[src/hw/acs_regs.svh]
// Purpose: Offsets, fields, reset values and timing for the active copies
// Assumes: Core clock of 250 MHz
// Notes: Included by the package; the design uses its macros without including it
`ifndef ACS_REGS_SVH
`define ACS_REGS_SVH
`define ACS_OFS_CTRL_PEND 8'h01
`define ACS_OFS_RANGE_PEND 8'h1d
`define ACS_OFS_ACTIVE_CONTROL_COPY 8'h21
`define ACS_OFS_RANGE_ACT 8'h22
`define ACS_CTRL_RESET 16'h0700
`define ACS_RANGE_RESET 16'h0000
`define ACS_MODE_MSB 15
`define ACS_MODE_LSB 12
`define ACS_PIN2_MSB 11
`define ACS_PIN2_LSB 10
`define ACS_PIN1_MSB 9
`define ACS_PIN1_LSB 8
`define ACS_OFF_MSB 7
`define ACS_OFF_LSB 4
`define ACS_SKIP_BIT 1
`define ACS_CTRL_IMPL_MASK 16'hfff0
`define ACS_CTRL_STORE_MASK 16'hfff2
`define ACS_PIN_ALERT 2'h0
`define ACS_PIN_GPI 2'h1
`define ACS_PIN_GPO 2'h2
`define ACS_PIN_RATE 2'h3
`define ACS_SETTLE_US 1000
`define ACS_CLK_MHZ 250
`define ACS_SETTLE_CYC (`ACS_SETTLE_US * `ACS_CLK_MHZ)
`endif

[src/hw/acs_pkg.sv]
// Purpose: Types for the active configuration copies
// Assumes: Header of constants alongside
// Notes: Mode codes and bus structs
`include "acs_regs.svh"
package acs_pkg;
  typedef enum logic [3:0]
  {
    ACS_ADAPT_1024 = 4'h0, ACS_ADAPT_256 = 4'h1,
    ACS_ADAPT_64 = 4'h2, ACS_ADAPT_8 = 4'h3,
    ACS_CONT_1024 = 4'h4, ACS_CONT_256 = 4'h5,
    ACS_CONT_64 = 4'h6, ACS_CONT_8 = 4'h7,
    ACS_SINGLE = 4'h8, ACS_SINGLE_8X = 4'h9,
    ACS_FAST = 4'ha, ACS_BURST = 4'hb,
    ACS_SLEEP = 4'hf
  } acs_mode_e;
  typedef enum logic [2:0]
  {
    ACS_IDLE = 3'b001,
    ACS_WAIT_CYCLE = 3'b010,
    ACS_SETTLE = 3'b100
  } acs_state_e;
  typedef struct packed
  {
    logic wr;
    logic rd;
    logic [7:0] addr;
    logic [15:0] wdata;
  } acs_req_s;
  typedef struct packed
  {
    logic [3:0] rate_class;
    logic adaptive;
    logic continuous;
    logic single;
    logic avg8;
    logic fast;
    logic burst;
    logic sleep;
    logic reserved;
  } acs_mode_s;
endpackage

[src/hw/acs_active_copy.sv]
// Purpose: Pending and active control/range copies with refresh activation
// Assumes: Register port decoded upstream into acs_req_s; pins asynchronous
// Notes: Read data returns one cycle after rd
`timescale 1ns/1ps
module acs_active_copy
  import acs_pkg::*;
#(
  parameter int CHANNELS = 4,
  parameter int SETTLE_CYC = `ACS_SETTLE_CYC
)
(
  input wire logic clk,
  input wire logic resetn,
  input wire acs_req_s req,
  input wire logic refresh,
  input wire logic pin_refresh,
  input wire logic cycle_done,
  input wire logic [1:0] pin_in,
  input wire logic [1:0] gpo_level,
  output logic [15:0] rdata,
  output logic rvalid,
  output logic copies_valid,
  output acs_mode_s active_mode,
  output logic force_8sps,
  output logic [1:0] gpi_level,
  output logic [1:0] pin_out,
  output logic [1:0] pin_oe,
  output logic [3:0] chan_active,
  output logic [2:0] chan_count,
  output logic ptr_skip_enable
);
  localparam logic [3:0] OFF_DEFAULT = (CHANNELS >= 4) ? 4'h0 :
    (CHANNELS == 3) ? 4'h1 : (CHANNELS == 2) ? 4'h3 : 4'h7;
  localparam logic [15:0] CTRL_DEFAULT =
    `ACS_CTRL_RESET | {8'h00, OFF_DEFAULT, 4'h0};
  localparam logic [19:0] SETTLE_LAST = 20'(SETTLE_CYC - 1);

  logic [15:0] ctrl_pend_q;
  logic [15:0] range_pend_q;
  logic [15:0] active_control_copy_q;
  logic [15:0] range_act_q;
  logic [15:0] ctrl_stage_q;
  acs_state_e state_q;
  logic [19:0] settle_q;
  logic [1:0] pin_m_q;
  logic [1:0] pin_s_q;
  logic rate_change;
  logic [1:0] fn [2];

  ////////////////////////////////////////////////////////////////////////
  // Pending registers
  always_ff @(posedge clk or negedge resetn)
  begin
    if (!resetn)
    begin
      ctrl_pend_q <= CTRL_DEFAULT;
      range_pend_q <= `ACS_RANGE_RESET;
    end
    else if (req.wr)
    begin
      if (req.addr == `ACS_OFS_CTRL_PEND)
        ctrl_pend_q <= req.wdata & `ACS_CTRL_STORE_MASK;
      if (req.addr == `ACS_OFS_RANGE_PEND)
        range_pend_q <= req.wdata;
    end
  end

  ////////////////////////////////////////////////////////////////////////
  // Activation sequence
  assign rate_change = ctrl_pend_q[`ACS_MODE_MSB:`ACS_MODE_LSB] !=
    active_control_copy_q[`ACS_MODE_MSB:`ACS_MODE_LSB];

  always_ff @(posedge clk or negedge resetn)
  begin
    if (!resetn)
    begin
      state_q <= ACS_IDLE;
      active_control_copy_q <= CTRL_DEFAULT;
      range_act_q <= `ACS_RANGE_RESET;
      ctrl_stage_q <= CTRL_DEFAULT;
      settle_q <= 20'h00000;
      copies_valid <= 1'b0;
    end
    else if (refresh)
    begin
      // Pin-triggered refreshes never reach here
      copies_valid <= 1'b0;
      settle_q <= 20'h00000;
      range_act_q <= range_pend_q;
      if (rate_change)
      begin
        ctrl_stage_q <= ctrl_pend_q;
        state_q <= ACS_WAIT_CYCLE;
      end
      else
      begin
        active_control_copy_q <= ctrl_pend_q;
        state_q <= ACS_SETTLE;
      end
    end
    else
    begin
      case (state_q)
        ACS_IDLE:
          state_q <= ACS_IDLE;
        ACS_WAIT_CYCLE:
          if (cycle_done)
          begin
            active_control_copy_q <= ctrl_stage_q;
            state_q <= ACS_SETTLE;
          end
        ACS_SETTLE:
          if (settle_q == SETTLE_LAST)
          begin
            copies_valid <= 1'b1;
            state_q <= ACS_IDLE;
          end
          else
            settle_q <= settle_q + 20'h00001;
        default:
          state_q <= ACS_IDLE;
      endcase
    end
  end

  ////////////////////////////////////////////////////////////////////////
  // Register read port
  always_ff @(posedge clk or negedge resetn)
  begin
    if (!resetn)
    begin
      rdata <= 16'h0000;
      rvalid <= 1'b0;
    end
    else
    begin
      rvalid <= req.rd;
      case (req.addr)
        `ACS_OFS_CTRL_PEND: rdata <= ctrl_pend_q & `ACS_CTRL_IMPL_MASK;
        `ACS_OFS_RANGE_PEND: rdata <= range_pend_q;
        `ACS_OFS_ACTIVE_CONTROL_COPY: rdata <= active_control_copy_q & `ACS_CTRL_IMPL_MASK;
        `ACS_OFS_RANGE_ACT: rdata <= range_act_q;
        default: rdata <= 16'h0000;
      endcase
    end
  end

  ////////////////////////////////////////////////////////////////////////
  // Mode decode
  always_ff @(posedge clk or negedge resetn)
  begin
    if (!resetn)
      active_mode <= '0;
    else
    begin
      active_mode <= '0;
      case (acs_mode_e'(active_control_copy_q[`ACS_MODE_MSB:`ACS_MODE_LSB]))
        ACS_ADAPT_1024:
        begin
          active_mode.adaptive <= 1'b1;
          active_mode.rate_class <= 4'h1;
        end
        ACS_ADAPT_256:
        begin
          active_mode.adaptive <= 1'b1;
          active_mode.rate_class <= 4'h2;
        end
        ACS_ADAPT_64:
        begin
          active_mode.adaptive <= 1'b1;
          active_mode.rate_class <= 4'h4;
        end
        ACS_ADAPT_8:
        begin
          active_mode.adaptive <= 1'b1;
          active_mode.rate_class <= 4'h8;
        end
        ACS_CONT_1024:
        begin
          active_mode.continuous <= 1'b1;
          active_mode.rate_class <= 4'h1;
        end
        ACS_CONT_256:
        begin
          active_mode.continuous <= 1'b1;
          active_mode.rate_class <= 4'h2;
        end
        ACS_CONT_64:
        begin
          active_mode.continuous <= 1'b1;
          active_mode.rate_class <= 4'h4;
        end
        ACS_CONT_8:
        begin
          active_mode.continuous <= 1'b1;
          active_mode.rate_class <= 4'h8;
        end
        ACS_SINGLE:
        begin
          active_mode.single <= 1'b1;
        end
        ACS_SINGLE_8X:
        begin
          active_mode.single <= 1'b1;
          active_mode.avg8 <= 1'b1;
        end
        ACS_FAST:
        begin
          active_mode.fast <= 1'b1;
        end
        ACS_BURST:
        begin
          active_mode.burst <= 1'b1;
        end
        ACS_SLEEP:
        begin
          active_mode.sleep <= 1'b1;
        end
        default: active_mode.reserved <= 1'b1;
      endcase
    end
  end

  ////////////////////////////////////////////////////////////////////////
  // Dual-purpose pins
  assign fn[0] = active_control_copy_q[`ACS_PIN1_MSB:`ACS_PIN1_LSB];
  assign fn[1] = active_control_copy_q[`ACS_PIN2_MSB:`ACS_PIN2_LSB];

  always_ff @(posedge clk or negedge resetn)
  begin
    if (!resetn)
    begin
      pin_m_q <= 2'h0;
      pin_s_q <= 2'h0;
    end
    else
    begin
      pin_m_q <= pin_in;
      pin_s_q <= pin_m_q;
    end
  end

  genvar p;
  generate
    for (p = 0; p < 2; p++)
    begin : g_pin
      always_ff @(posedge clk or negedge resetn)
      begin
        if (!resetn)
        begin
          gpi_level[p] <= 1'b0;
          pin_out[p] <= 1'b0;
          pin_oe[p] <= 1'b0;
        end
        else
        begin
          if (fn[p] == `ACS_PIN_GPI)
            gpi_level[p] <= pin_s_q[p];
          pin_out[p] <= gpo_level[p];
          pin_oe[p] <= fn[p] == `ACS_PIN_GPO;
        end
      end
    end
  endgenerate

  always_ff @(posedge clk or negedge resetn)
  begin
    if (!resetn)
      force_8sps <= 1'b0;
    else
      force_8sps <= (fn[0] == `ACS_PIN_RATE && pin_s_q[0]) ||
        (fn[1] == `ACS_PIN_RATE && pin_s_q[1]);
  end

  ////////////////////////////////////////////////////////////////////////
  // Channel enables
  always_ff @(posedge clk or negedge resetn)
  begin
    if (!resetn)
    begin
      chan_active <= 4'h0;
      chan_count <= 3'h0;
      ptr_skip_enable <= 1'b0;
    end
    else
    begin
      chan_active <= ~active_control_copy_q[`ACS_OFF_MSB:`ACS_OFF_LSB];
      chan_count <= 3'(4 - $countones(
        active_control_copy_q[`ACS_OFF_MSB:`ACS_OFF_LSB]));
      ptr_skip_enable <= ~active_control_copy_q[`ACS_SKIP_BIT];
    end
  end

  // pin_refresh only refreshes results elsewhere; active copies untouched
  logic unused_pin_refresh;
  assign unused_pin_refresh = pin_refresh;
endmodule

[config.mk]
export PLATFORM = sky130hd
export DESIGN_NAME = acs_active_copy
export DESIGN_NICKNAME = d
export VERILOG_FILES = /design/src/hw/acs_pkg.sv /design/src/hw/acs_active_copy.sv
export VERILOG_INCLUDE_DIRS = /design/src /design/src/hw
export SDC_FILE = /design/constraint.sdc
export NUM_CORES = 1
export LEC_CHECK = 0
export BUFFER_PORTS_ARGS = -buffer_cell sky130_fd_sc_hd__clkbuf_2
export CELL_PAD_IN_SITES_DETAIL_PLACEMENT = 1
export CELL_PAD_IN_SITES_GLOBAL_PLACEMENT = 1
export CORE_MARGIN = 2
export CORE_UTILIZATION = 42
export CTS_CLUSTER_SIZE = 40
export DETAILED_ROUTE_END_ITERATION = 10
export PLACE_DENSITY = 0.8
export SYNTH_ARGS = -nofsm -noshare
export SYNTH_HDL_FRONTEND = slang
export SYNTH_SLANG_ARGS = --single-unit
[constraint.sdc]
create_clock -name clk -period 1.8 [get_ports clk]
set_input_delay 0.27 -clock clk [delete_from_list [all_inputs] [get_ports clk]]
set_output_delay 0.27 -clock clk [all_outputs]
set_load 0.02 [all_outputs]
==> results by group, run 1 <==
Outcome
  – Status: finished clean

Critical path
  – Max stage delay on crit path: between 400 and 500 ps
  – Worst r2r path cells: 5
  – CP top delay family: simple AND/OR/NAND/NOR gates
  – CP Class: reg -> reg
  – Critical-path cell list: xor2_2, nor4_4, nand2b_4, buf_12, mux2_2
  – CP bufs+invs: 1
  – Cell depth of the worst setup path: 5
  – CP Max Fanout: 13
  – Critical path startpoint category: flip-flop
  – Critical path endpoint category: flip-flop
  – Slowest-stage cell, CP: dfrtp_1
  – Critical Path RT: between 2000 and 2500 ps
  – Crit path DAT: 2060 ps

Global route
  – Total GRT Usage: 0.2074
  – Initial antenna violation count: 0
  – Vias in the first global route: 4547
  – Largest net degree at the start of global routing: 46
  – Remaining Overflow, GRT: 0
  – First-pass GRT wire length: between 20000 and 25000 µm

Drt
  – Routed WL: about 14000 µm
  – WL/cell: roughly 19 µm
  – ANT nets after route: 0
  – Residual DRC count: 0
  – Initial DRC Count: between 150 and 200
  – Via/cell ratio: between 5 and 6
  – TritonRoute pass-1 iters: 4
  – Vias: 4000

Min path
  – Min-Delay Path Depth: 2
  – Min-Delay Path Class: in -> reg

Synth
  – Post-synthesis cell type count: between 40 and 50
  – FFs w/ async S/R, synth: 1.000
  – Compound-cell area share of the yosys netlist: 0.05977
  – Synth Register Bits: about 140
  – Syn. warnings: 0
  – XOR/XNOR Fraction of Synth Area: 0.02967
  – Mapped Area: roughly 5900 µm²
  – Yosys top cell by area: dfrtp_1
  – Multiplexer share of the synthesized area: 0.1719
  – Top cells by area, synth: dfrtp_1 (56%), mux2_2 (12%), dfstp_2 (4.5%), a22oi_1 (3.1%), xor2_1 (2.8%)
  – Yosys top cell area share: 0.5638
  – Main combinational cell family by area after synthesis: multiplexers
  – Cells after synthesis: 436
  – Simple-Gate Fraction of Synth Area: 0.09686
  – Synth Area in Adders: 0.009750
  – Post-synth EDFFs: 0
  – Post-Syn Nets: 475
  – Synth Flop Type: dfrtp_1
  – Avg Cell Area, Syn: ~14 µm²
  – Sequential element share of the synthesized area: 0.6083

Run
  – Max-cap viol count: 0

Timing
  – Final setup violation count: 0
  – RSZ-0062 raised after global routing: true
  – Slew headroom: 0.5619
  – Final hold violation count: 0
  – Least-Margin Pin Slew: 657.2 ps
  – Maximum clock frequency: roughly 0.57 GHz
  – Final period util: 0.9743
  – Final setup skew: between 10 and 15 ps
  – Clock period minus worst slack: roughly 1800 ps
  – Final Max Slew Viols: 0

Finish
  – Final Util: 0.5459
  – Filler instances: between 1000 and 1500
  – Antenna Cells: 0
  – Area Overhead vs Synth: 27.87%
  – Ratio of cells with drive above 1 in the final layout: 0.4360
  – Final Cell Area: 7548 µm²
  – Final #Nets: a little over 600
  – Finished Layout Cells: 758

Placed design
  – HPWL after detailed placement: 9354 µm
  – IO buf count: a little under 80
  – Routability congestion estimate: between 0.8 and 0.9
  – Placed Area: around 6800 µm²
  – Dpl cells: about 720

Clock network
  – Clock buffer depth: 2
  – H-tree levels: 4
  – TritonCTS buffer count: 17
  – CTS tree: done
  – Clock root buffer: clkbuf_16
  – Total clock sinks: 143
  – Worst-Skew Late Latency: between 400 and 500 ps
  – Clock transition at the registers of the reported paths: approximately 60 ps

Floorplanning
  – Die X-Extent: between 100 and 150 µm
  – CORE AREA: about 14000 µm²
  – Die H: 122.6 µm
  – Die area: around 15000 µm²
  – Initial Util: 0.4269
  – Num rows: 43
  – Io pins: 80

Power
  – Maximum vdd drop: just under 0.8 mV
  – Cell Pwr Density: approximately 1200 nW/µm²
  – P_leak: 3.666 nW
area by class of cell:
cell class | count | area [µm²] | area share
timing repair buffer | 130 | 868.3 | 0.1150
clock buffer | 21 | 450.4 | 0.05967
inverter | 8 | 30.03 | 0.003978
clock inverter | 11 | 156.4 | 0.02072
sequential | 143 | 3591 | 0.4757
multi-input combinational | 265 | 2227 | 0.2950
tap | 180 | 225.2 | 0.02984
power by group:
part / leakage, nW / switching [mW] / total [mW] / internal (mW)
Sequential: 1.89 / 0.204 / 3.77 / 3.56
Combinational: 1.49 / 0.803 / 1.57 / 0.762
Clock: 0.285 / 1.38 / 3.61 / 2.23
Total: 3.67 / 2.39 / 8.94 / 6.56
what timing repair did:
| action | CTS | global route |
|---|---|---|
| hold endpoints to repair | 37 | 0 |
| buffers inserted | 1 | 4 |
| setup endpoints to repair | 26 | 25 |
| resized for setup | 4 | 5 |
| hold buffers | 6 | 0 |
| pin swaps | 2 | 7 |
flip-flops by register name, summed over array words and instances, names as in the netlist:
register,cells
active_control_copy_q,13
active_mode,12
chan_active,4
chan_count,3
copies_valid,1
ctrl_pend_q,13
ctrl_stage_q,13
force_8sps,1
gpi_level,2
pin_m_q,2
pin_oe,2
pin_out,2
pin_s_q,2
ptr_skip_enable,1
range_act_q,16
range_pend_q,16
rdata,16
rvalid,1
settle_q,20
state_q,3
through the flow:
step	hold slack, ps	setup slack, ps	TNS, ps	power [mW]
after global placement	198.6	-131.3	-1018	5.084
after CTS	72.54	-54.88	-521.8	8.869
after global routing	85.83	-12.48	-47.74	9.319
after floorplan	-25.59	4.006	0	4.589
after detailed placement	204.1	-208.9	-2032	5.169
final	93.44	46.27	0	8.943
cell families (layout without fill, tap and decap cells):
family,Yosys count,in the layout
and+or+nand+nor,103,103
buffers and inverters,28,170
DFF,143,143
xor gates and xnor gates,20,20
adders and majority gates,4,4
AOI/OAI and AO/OA,50,50
muxes,88,88
cell usage in the layout (no fill, tap or decap), types with 3 or more instances in the layout:
master	netlist	routed
dfrtp_1	133	133
nand2b_1	5	4
dlygate4sd3_1	0	6
nor2_1	32	32
a32o_1	4	4
nor3b_1	6	6
xor2_1	19	18
nor3_2	3	3
inv_1	8	8
buf_12	1	5
clkbuf_16	0	17
nor2b_1	6	6
mux2i_1	11	11
inv_6	0	3
clkinvlp_4	0	3
mux2_4	10	10
a21oi_1	4	4
nand4_1	7	7
o21ai_0	3	3
and3_1	5	5
nand3_1	11	11
clkbuf_2	0	77
o22ai_1	12	12
dfstp_2	10	10
ha_1	3	3
nand2_1	12	12
nor3_1	3	3
clkbuf_1	7	3
mux2_2	65	65
a22oi_1	24	24
buf_4	2	40
bufinv_16	0	3
final timing paths:
kind / start / endpoint / slack, ps
min in group asynchronous: resetn / rdata[12]$_DFF_PN0_ / 320
worst max-delay path: active_control_copy_q[14]$_DFFE_PN0P_ / ctrl_stage_q[6]$_DFFE_PN0P_ / 50
worst max register to register: active_control_copy_q[14]$_DFFE_PN0P_ / ctrl_stage_q[6]$_DFFE_PN0P_ / 50
worst min-delay path: req[2] / range_pend_q[2]$_DFFE_PN0P_ / 90
worst min register to register: pin_m_q[0]$_DFF_PN0_ / pin_s_q[0]$_DFF_PN0_ / 350
max in group asynchronous: resetn / active_control_copy_q[8]$_DFFE_PN1P_ / 830
per-layer routing:
layer / up-vias / part of all wire / global-route usage
met1: 2073 / 0.43 / 0.2477
met2: 99 / 0.52 / 0.3590
met4: 0 / 0.014 / 0.07399
li1: 1810 / - / -
met5: - / 0 / 0
met3: 18 / 0.043 / 0.05716
synthesized netlist by cell type (all sizes together) (2+ instances only):
cell    number
nand2b       5
xor2        19
inv          8
dfstp       10
a21oi        5
a32o         4
nand3       12
mux2i       11
nor2b        6
buf         13
nor3         6
ha           3
mux2        77
o21ai        5
nand4        7
nor4         2
dfrtp      133
a22oi       24
and3         5
nand2       12
o22ai       12
clkbuf       7
nor3b        6
nor2        33
(Power assumes the default switching activity.)
==> run 2, diff against run 1 <==
==> constraint.sdc (replaced) <==
create_clock -name clk -period 1.6 [get_ports clk]
set_input_delay 0.24 -clock clk [delete_from_list [all_inputs] [get_ports clk]]
set_output_delay 0.24 -clock clk [all_outputs]
set_load 0.02 [all_outputs]
==> results by group, run 2 (synthesis gave the netlist of run 1 again) <==
Drt
  – WL/cell: 20.23 µm (+5.8%)
  – Residual DRC count: 0 (unchanged)
  – DR top layer: met4
  – TritonRoute pass-1 iters: 4 (unchanged)
  – Routed WL: 15860 µm (+9.4%)
  – Via/cell ratio: 5.357 (+1.5%)
  – ANT nets after route: 0 (unchanged)
  – Met3 Routed Length: 511 µm (-18%)
  – DR WL met2: 8441 µm (+13%)
  – Met1 wire length: 6635 µm (+7.2%)
  – Vias: 4200 (+5.0%)
  – Initial DRC Count: 222 (+35%)

Placed design
  – Routability congestion estimate: 0.7899 (-2.1%)
  – HPWL after detailed placement: 10120 µm (+8.2%)
  – IO buf count: 78 (unchanged)
  – DP Worst Slack: -257.0 ps (-48.13 ps)

Floorplanning
  – Num rows: 43 (unchanged)
  – Die X-Extent: 122.6 µm (unchanged)
  – Io pins: 80 (unchanged)
  – Die H: 122.6 µm (unchanged)
  – CORE AREA: 13830 µm² (unchanged)
  – Die area: 15020 µm² (unchanged)
  – Initial Util: 0.4269 (unchanged)

Outcome
  – Failing checks: setup timing
  – Status: complete, but fails checks

Finish
  – Commonest non-fill, non-tap cell in the layout: dfrtp_1
  – Antenna Cells: 0 (unchanged)
  – Final Util: 0.5796 (+0.03366)
  – Reg with most FFs: settle_q
  – Ratio of cells with drive above 1 in the final layout: 0.4967 (+0.06070)
  – Final #Nets: 630 (+4.3%)
  – Area Overhead vs Synth: 35.76%
  – Commonest cells after routing, fill and taps aside: dfrtp_1 (133), clkbuf_2 (77), buf_4 (57)
  – Largest register FFs: 20 (unchanged)

Critical path
  – CP bufs+invs: 0 (-1)
  – Critical path endpoint category: flip-flop
  – Slowest-stage cell, CP: or3b_4
  – Critical-path cell list: or3b_4, nor3_4, o21ai_4, nor2_2, mux2_4
  – Critical path startpoint category: flip-flop
  – Critical Path RT: 1900 ps (-210 ps)
  – CP Class: reg -> reg
  – CP top delay family: simple AND/OR/NAND/NOR gates
  – Max stage delay on crit path: 420 ps (about the same)
  – Crit path DAT: 2120 ps (+60 ps)
  – CP Max Fanout: 3 (-10)

Clock network
  – CTS tree: done
  – Clock root buffer: clkbuf_16
  – TritonCTS buffer count: 17 (unchanged)
  – Total clock sinks: 143 (unchanged)
  – Clock transition at the registers of the reported paths: 60 ps (about the same)
  – H-tree levels: 4 (unchanged)
  – Worst-Skew Late Latency: 420 ps (about the same)
  – Clock buffer depth: 2 (unchanged)

Run
  – Max-cap viol count: 0 (unchanged)

Timing
  – Final Max Slew Viols: 0 (unchanged)
  – RSZ-0062 raised after global routing: true
  – Final hold violation count: 0 (unchanged)
  – Maximum clock frequency: 0.5498 GHz (-3.6%)
  – Final setup skew: 6.700 ps (-5.650 ps)
  – Slew headroom: 0.6914 (+0.1295)
  – Least-Margin Pin Slew: 462.9 ps (-194.2 ps)
  – Final setup violation count: 44 (+44)
  – Worst Setup Slack, final: -218.7 ps (-265.0 ps)
  – Final period util: 1.137 (+0.1624)
  – Clock period minus worst slack: 1819 ps (+64.97 ps)

Power
  – Maximum vdd drop: 0.7704 mV (-2.4%)
  – Cell Pwr Density: 1305 nW/µm² (+10%)
  – P_leak: 3.899 nW (+6.3%)

Global route
  – First-pass GRT wire length: 25110 µm (+7.0%)
  – Vias in the first global route: 4733 (+4.1%)
  – Total GRT Usage: 0.2252 (+0.01780)
  – Largest net degree at the start of global routing: 47 (+2.2%)
  – Remaining Overflow, GRT: 0 (unchanged)
  – Initial antenna violation count: 0 (unchanged)

Min path
  – Min-Delay Path Class: in -> reg
-- run 2: cell count changes in the layout (fill, tap and decap cells not counted), moves of 4 or more --
cell | before | now
nand3_2 | 1 | 6
buf_12 | 5 | 9
mux2_4 | 10 | 24
nor2_1 | 32 | 28
buf_4 | 40 | 57
mux2_2 | 65 | 51
nand3_1 | 11 | 6
buf_6 | 2 | 7
-- run 2: report_power, final --
part	internal, mW	total [mW]	switching (mW)
Combinational	1.03	2.05	1.02
Sequential	4.01	4.26	0.247
Clock	2.64	4.14	1.50
-- run 2: per-layer routing --
metal | GRT usage | vias up
met2 | 0.3875 | 100
li1 | - | 1857
met3 | 0.05019 | 21
met4 | 0.09339 | 0
met1 | 0.2732 | 2222
met5 | 0 | -
-- run 2: worst paths after layout --
| kind | startpoint | end | slack (ps) | depth (start not counted) |
|---|---|---|---|---|
| setup / recovery | state_q[1]$_DFFE_PN0P_ | settle_q[11]$_DFFE_PN0P_ | -220 | 5 |
| hold / removal | req[2] | range_pend_q[2]$_DFFE_PN0P_ | 60 | 2 |
| setup reg to reg | state_q[1]$_DFFE_PN0P_ | settle_q[11]$_DFFE_PN0P_ | -220 | 5 |
| hold reg to reg | pin_m_q[0]$_DFF_PN0_ | pin_s_q[0]$_DFF_PN0_ | 350 | 0 |
| max in group asynchronous | resetn | gpi_level[0]$_DFFE_PN0N_ | 680 | 3 |
| min in group asynchronous | resetn | active_mode[1]$_DFF_PN0_ | 330 | 2 |
-- run 2: area by class of cell --
class	count	area, µm²
fillers	1390	5813
flip-flops and latches	143	3591
multi-input cells	265	2417
repair buffers	156	1132
clock buffers	21	450.4
well taps	180	225.2
clock inverters	11	167.7
inverters	8	30.03
-- run 2: timing repair --
| item | CTS | global route |
|---|---|---|
| gates resized for setup | 20 | 26 |
| endpoints found under the hold margin | 36 | 0 |
| endpoints found under the setup margin | 42 | 50 |
| hold buffers | 6 | 0 |
| buffers inserted | 8 | 6 |
| pin swaps | 16 | 18 |
-- run 2: through the flow --
| step | hold WS, ps | TNS (ps) | area [µm²] | power [mW] | cells |
|---|---|---|---|---|---|
| after floorplan | -55.59 | -1850 | 5973 | 5.272 | 436 |
| after global placement | 201.3 | -7020 | 6972 | 5.842 | 732 |
| after detailed placement | 214.7 | -11850 | 6972 | 5.954 | 732 |
| after CTS | 47.11 | -2699 | 7845 | 10.39 | 778 |
| after global routing | 41.69 | -6909 | 8014 | 10.91 | 784 |
| final | 57.39 | -3339 | 8014 | 10.46 | 784 |
-- run 2: worst reg2reg max path: stages (launching register included) --
cell and delay (ps):
dfrtp_1 400, or3b_4 420, nor3_4 320, o21ai_4 130, nor2_2 120, mux2_4 310
==> run 3, diff against run 2 <==
--- a/config.mk
+++ b/config.mk
@@ -14,6 +14,7 @@
 export CTS_CLUSTER_SIZE = 40
 export DETAILED_ROUTE_END_ITERATION = 10
 export PLACE_DENSITY = 0.8
+export SETUP_SLACK_MARGIN = 0.05
 export SYNTH_ARGS = -nofsm -noshare
 export SYNTH_HDL_FRONTEND = slang
 export SYNTH_SLANG_ARGS = --single-unit
==> results by group, run 3 (synthesis gave the netlist of run 1 again) <==
Drt
  – Residual DRC count: 0 (unchanged)
  – ANT nets after route: 0 (unchanged)
  – WL/cell: 22.85 µm (+13%)
  – Routed WL: 18030 µm (+14%)
  – Vias: 4279 (+1.9%)
  – Via/cell ratio: 5.423 (+1.2%)
  – TritonRoute pass-1 iters: 4 (unchanged)
  – Initial DRC Count: 245 (+10%)

Placed design
  – IO buf count: 78 (unchanged)
  – Dpl cells: 729 (-0.41%)
  – Routability congestion estimate: 0.7705 (-2.5%)
  – HPWL after detailed placement: 9753 µm (-3.7%)

Finish
  – Antenna Cells: 0 (unchanged)
  – Largest register FFs: 20 (unchanged)
  – Area Overhead vs Synth: 37.03%
  – Final #Nets: 635 (+0.79%)
  – Commonest cells after routing, fill and taps aside: dfrtp_1 (133), clkbuf_2 (77), buf_4 (55)
  – Reg with most FFs: settle_q
  – Commonest non-fill, non-tap cell in the layout: dfrtp_1
  – Filler instances: 1360 (-2.2%)
  – Final Util: 0.5850 (+0.005429)
  – Ratio of cells with drive above 1 in the final layout: 0.5090 (+0.01234)
  – Finished Layout Cells: 789 (+0.64%)

Critical path
  – Max stage delay on crit path: 420 ps (about the same)
  – CP top delay family: simple AND/OR/NAND/NOR gates
  – Slowest-stage cell, CP: dfrtp_1
  – Critical path endpoint category: flip-flop
  – Most common cell on crit path: buf_6
  – Critical-path cell list: nor4_2, nand4_1, buf_6, buf_6, buf_6, nand4_1, xor2_1, nor2_1
  – Critical path startpoint category: flip-flop
  – CP bufs+invs: 3 (+3)
  – Worst r2r path cells: 8 (+3)
  – Critical Path RT: 1900 ps (about the same)
  – CP Max Fanout: 3 (unchanged)
  – Cell depth of the worst setup path: 8 (+3)
  – Crit path DAT: 2130 ps (about the same)
  – CP Class: reg -> reg

Power
  – Cell Pwr Density: 1298 nW/µm² (-0.55%)
  – Maximum vdd drop: 0.8332 mV (+8.2%)
  – P_leak: 3.915 nW (+0.40%)

Outcome
  – Failing checks: setup timing
  – Status: complete, but fails checks

Clock network
  – Clock transition at the registers of the reported paths: 60 ps (about the same)
  – H-tree levels: 4 (unchanged)
  – CTS tree: done
  – Worst-Skew Late Latency: 430 ps (about the same)
  – TritonCTS buffer count: 17 (unchanged)
  – Total clock sinks: 143 (unchanged)
  – Clock root buffer: clkbuf_16
  – Clock buffer depth: 2 (unchanged)

Global route
  – First-pass GRT wire length: 26730 µm (+6.5%)
  – Total GRT Usage: 0.2425 (+0.01734)
  – Remaining Overflow, GRT: 0 (unchanged)
  – Largest net degree at the start of global routing: 51 (+8.5%)
  – Vias in the first global route: 4739 (+0.13%)
  – Initial antenna violation count: 0 (unchanged)

Timing
  – Final setup violation count: 47 (+6.8%)
  – Setup TNS Final: -5306 ps (-1967 ps)
  – Final period util: 1.142 (+0.005769)
  – Final setup skew: 12.04 ps (+5.341 ps)
  – Final Hold Slack: 39.17 ps (-18.21 ps)
  – Final Max Slew Viols: 0 (unchanged)
  – RSZ-0062 raised after global routing: true
  – Maximum clock frequency: 0.5471 GHz (-0.51%)
  – Final hold violation count: 0 (unchanged)
  – Least-Margin Pin Slew: 426.2 ps (-36.73 ps)
  – Clock period minus worst slack: 1828 ps (+9.231 ps)
  – Worst Setup Slack, final: -227.9 ps (-9.231 ps)
  – Slew headroom: 0.7159 (+0.02449)

Floorplanning
  – Die X-Extent: 122.6 µm (unchanged)
  – Die H: 122.6 µm (unchanged)
  – Die area: 15020 µm² (unchanged)
  – Num rows: 43 (unchanged)
  – CORE AREA: 13830 µm² (unchanged)
  – Initial Util: 0.4269 (unchanged)
  – Io pins: 80 (unchanged)

Run
  – Max-cap viol count: 0 (unchanged)

Min path
  – Min-Delay Path Class: in -> reg
  – Min-Delay Path Depth: 2 (unchanged)
## run 3: cell count changes in the layout (fill, tap and decap cells not counted), sizes merged
cell      previous run  this run
clkinv               5         4
bufinv               4         3
buf                 73        77
clkbuf              98       103
clkinvlp             2         0
## run 3: metrics by stage
stage / power [mW] / instance area, µm² / setup slack (ps)
after floorplan: 5.280 / 5986 / -122.8
after global placement: 5.822 / 6947 / -212.0
after detailed placement: 5.926 / 6947 / -286.2
after CTS: 10.24 / 7844 / -113.2
after global routing: 10.85 / 8089 / -307.0
final: 10.50 / 8089 / -227.9
## run 3: metal layers
layer	GRT usage	vias to the layer above	wire, µm
met2	0.4319	133	9625
met5	0	-	0
met3	0.05530	55	646
met4	0.1106	0	720
met1	0.2764	2220	7036
li1	-	1871	-
## run 3: worst paths after layout
path                                          from  slack [ps]                           to
setup reg to reg           settle_q[4]$_DFFE_PN0P_        -230      settle_q[6]$_DFFE_PN0P_
min in group asynchronous                   resetn         240         pin_out[1]$_DFF_PN0_
setup / recovery           settle_q[4]$_DFFE_PN0P_        -230      settle_q[6]$_DFFE_PN0P_
hold reg to reg               pin_m_q[0]$_DFF_PN0_         350         pin_s_q[0]$_DFF_PN0_
max in group asynchronous                   resetn         700  ctrl_stage_q[9]$_DFFE_PN1P_
hold / removal                              req[3]          40  range_pend_q[3]$_DFFE_PN0P_
## run 3: area by class of cell
class	instances	area [µm²]	area share
well taps	180	225.2	0.02784
flip-flops and latches	143	3591	0.4439
multi-input cells	265	2475	0.3060
clock inverters	7	110.1	0.01361
repair buffers	161	1192	0.1474
clock buffers	25	465.4	0.05754
inverters	8	30.03	0.003712
## run 3: repair_timing
action | in CTS | in global routing
setup buffers | 10 | 11
pin swaps | 25 | 19
endpoints found under the hold margin | 28 | 0
hold buffers | 6 | 0
gates resized for setup | 35 | 29
cloned | 0 | 1
endpoints found under the setup margin | 48 | 49
## run 3: power breakdown
part | leakage (nW) | internal, mW | switching [mW] | total [mW]
logic | 1.74 | 1.12 | 1.12 | 2.24
clock network | 0.283 | 2.48 | 1.51 | 3.99
registers | 1.89 | 4.01 | 0.257 | 4.27
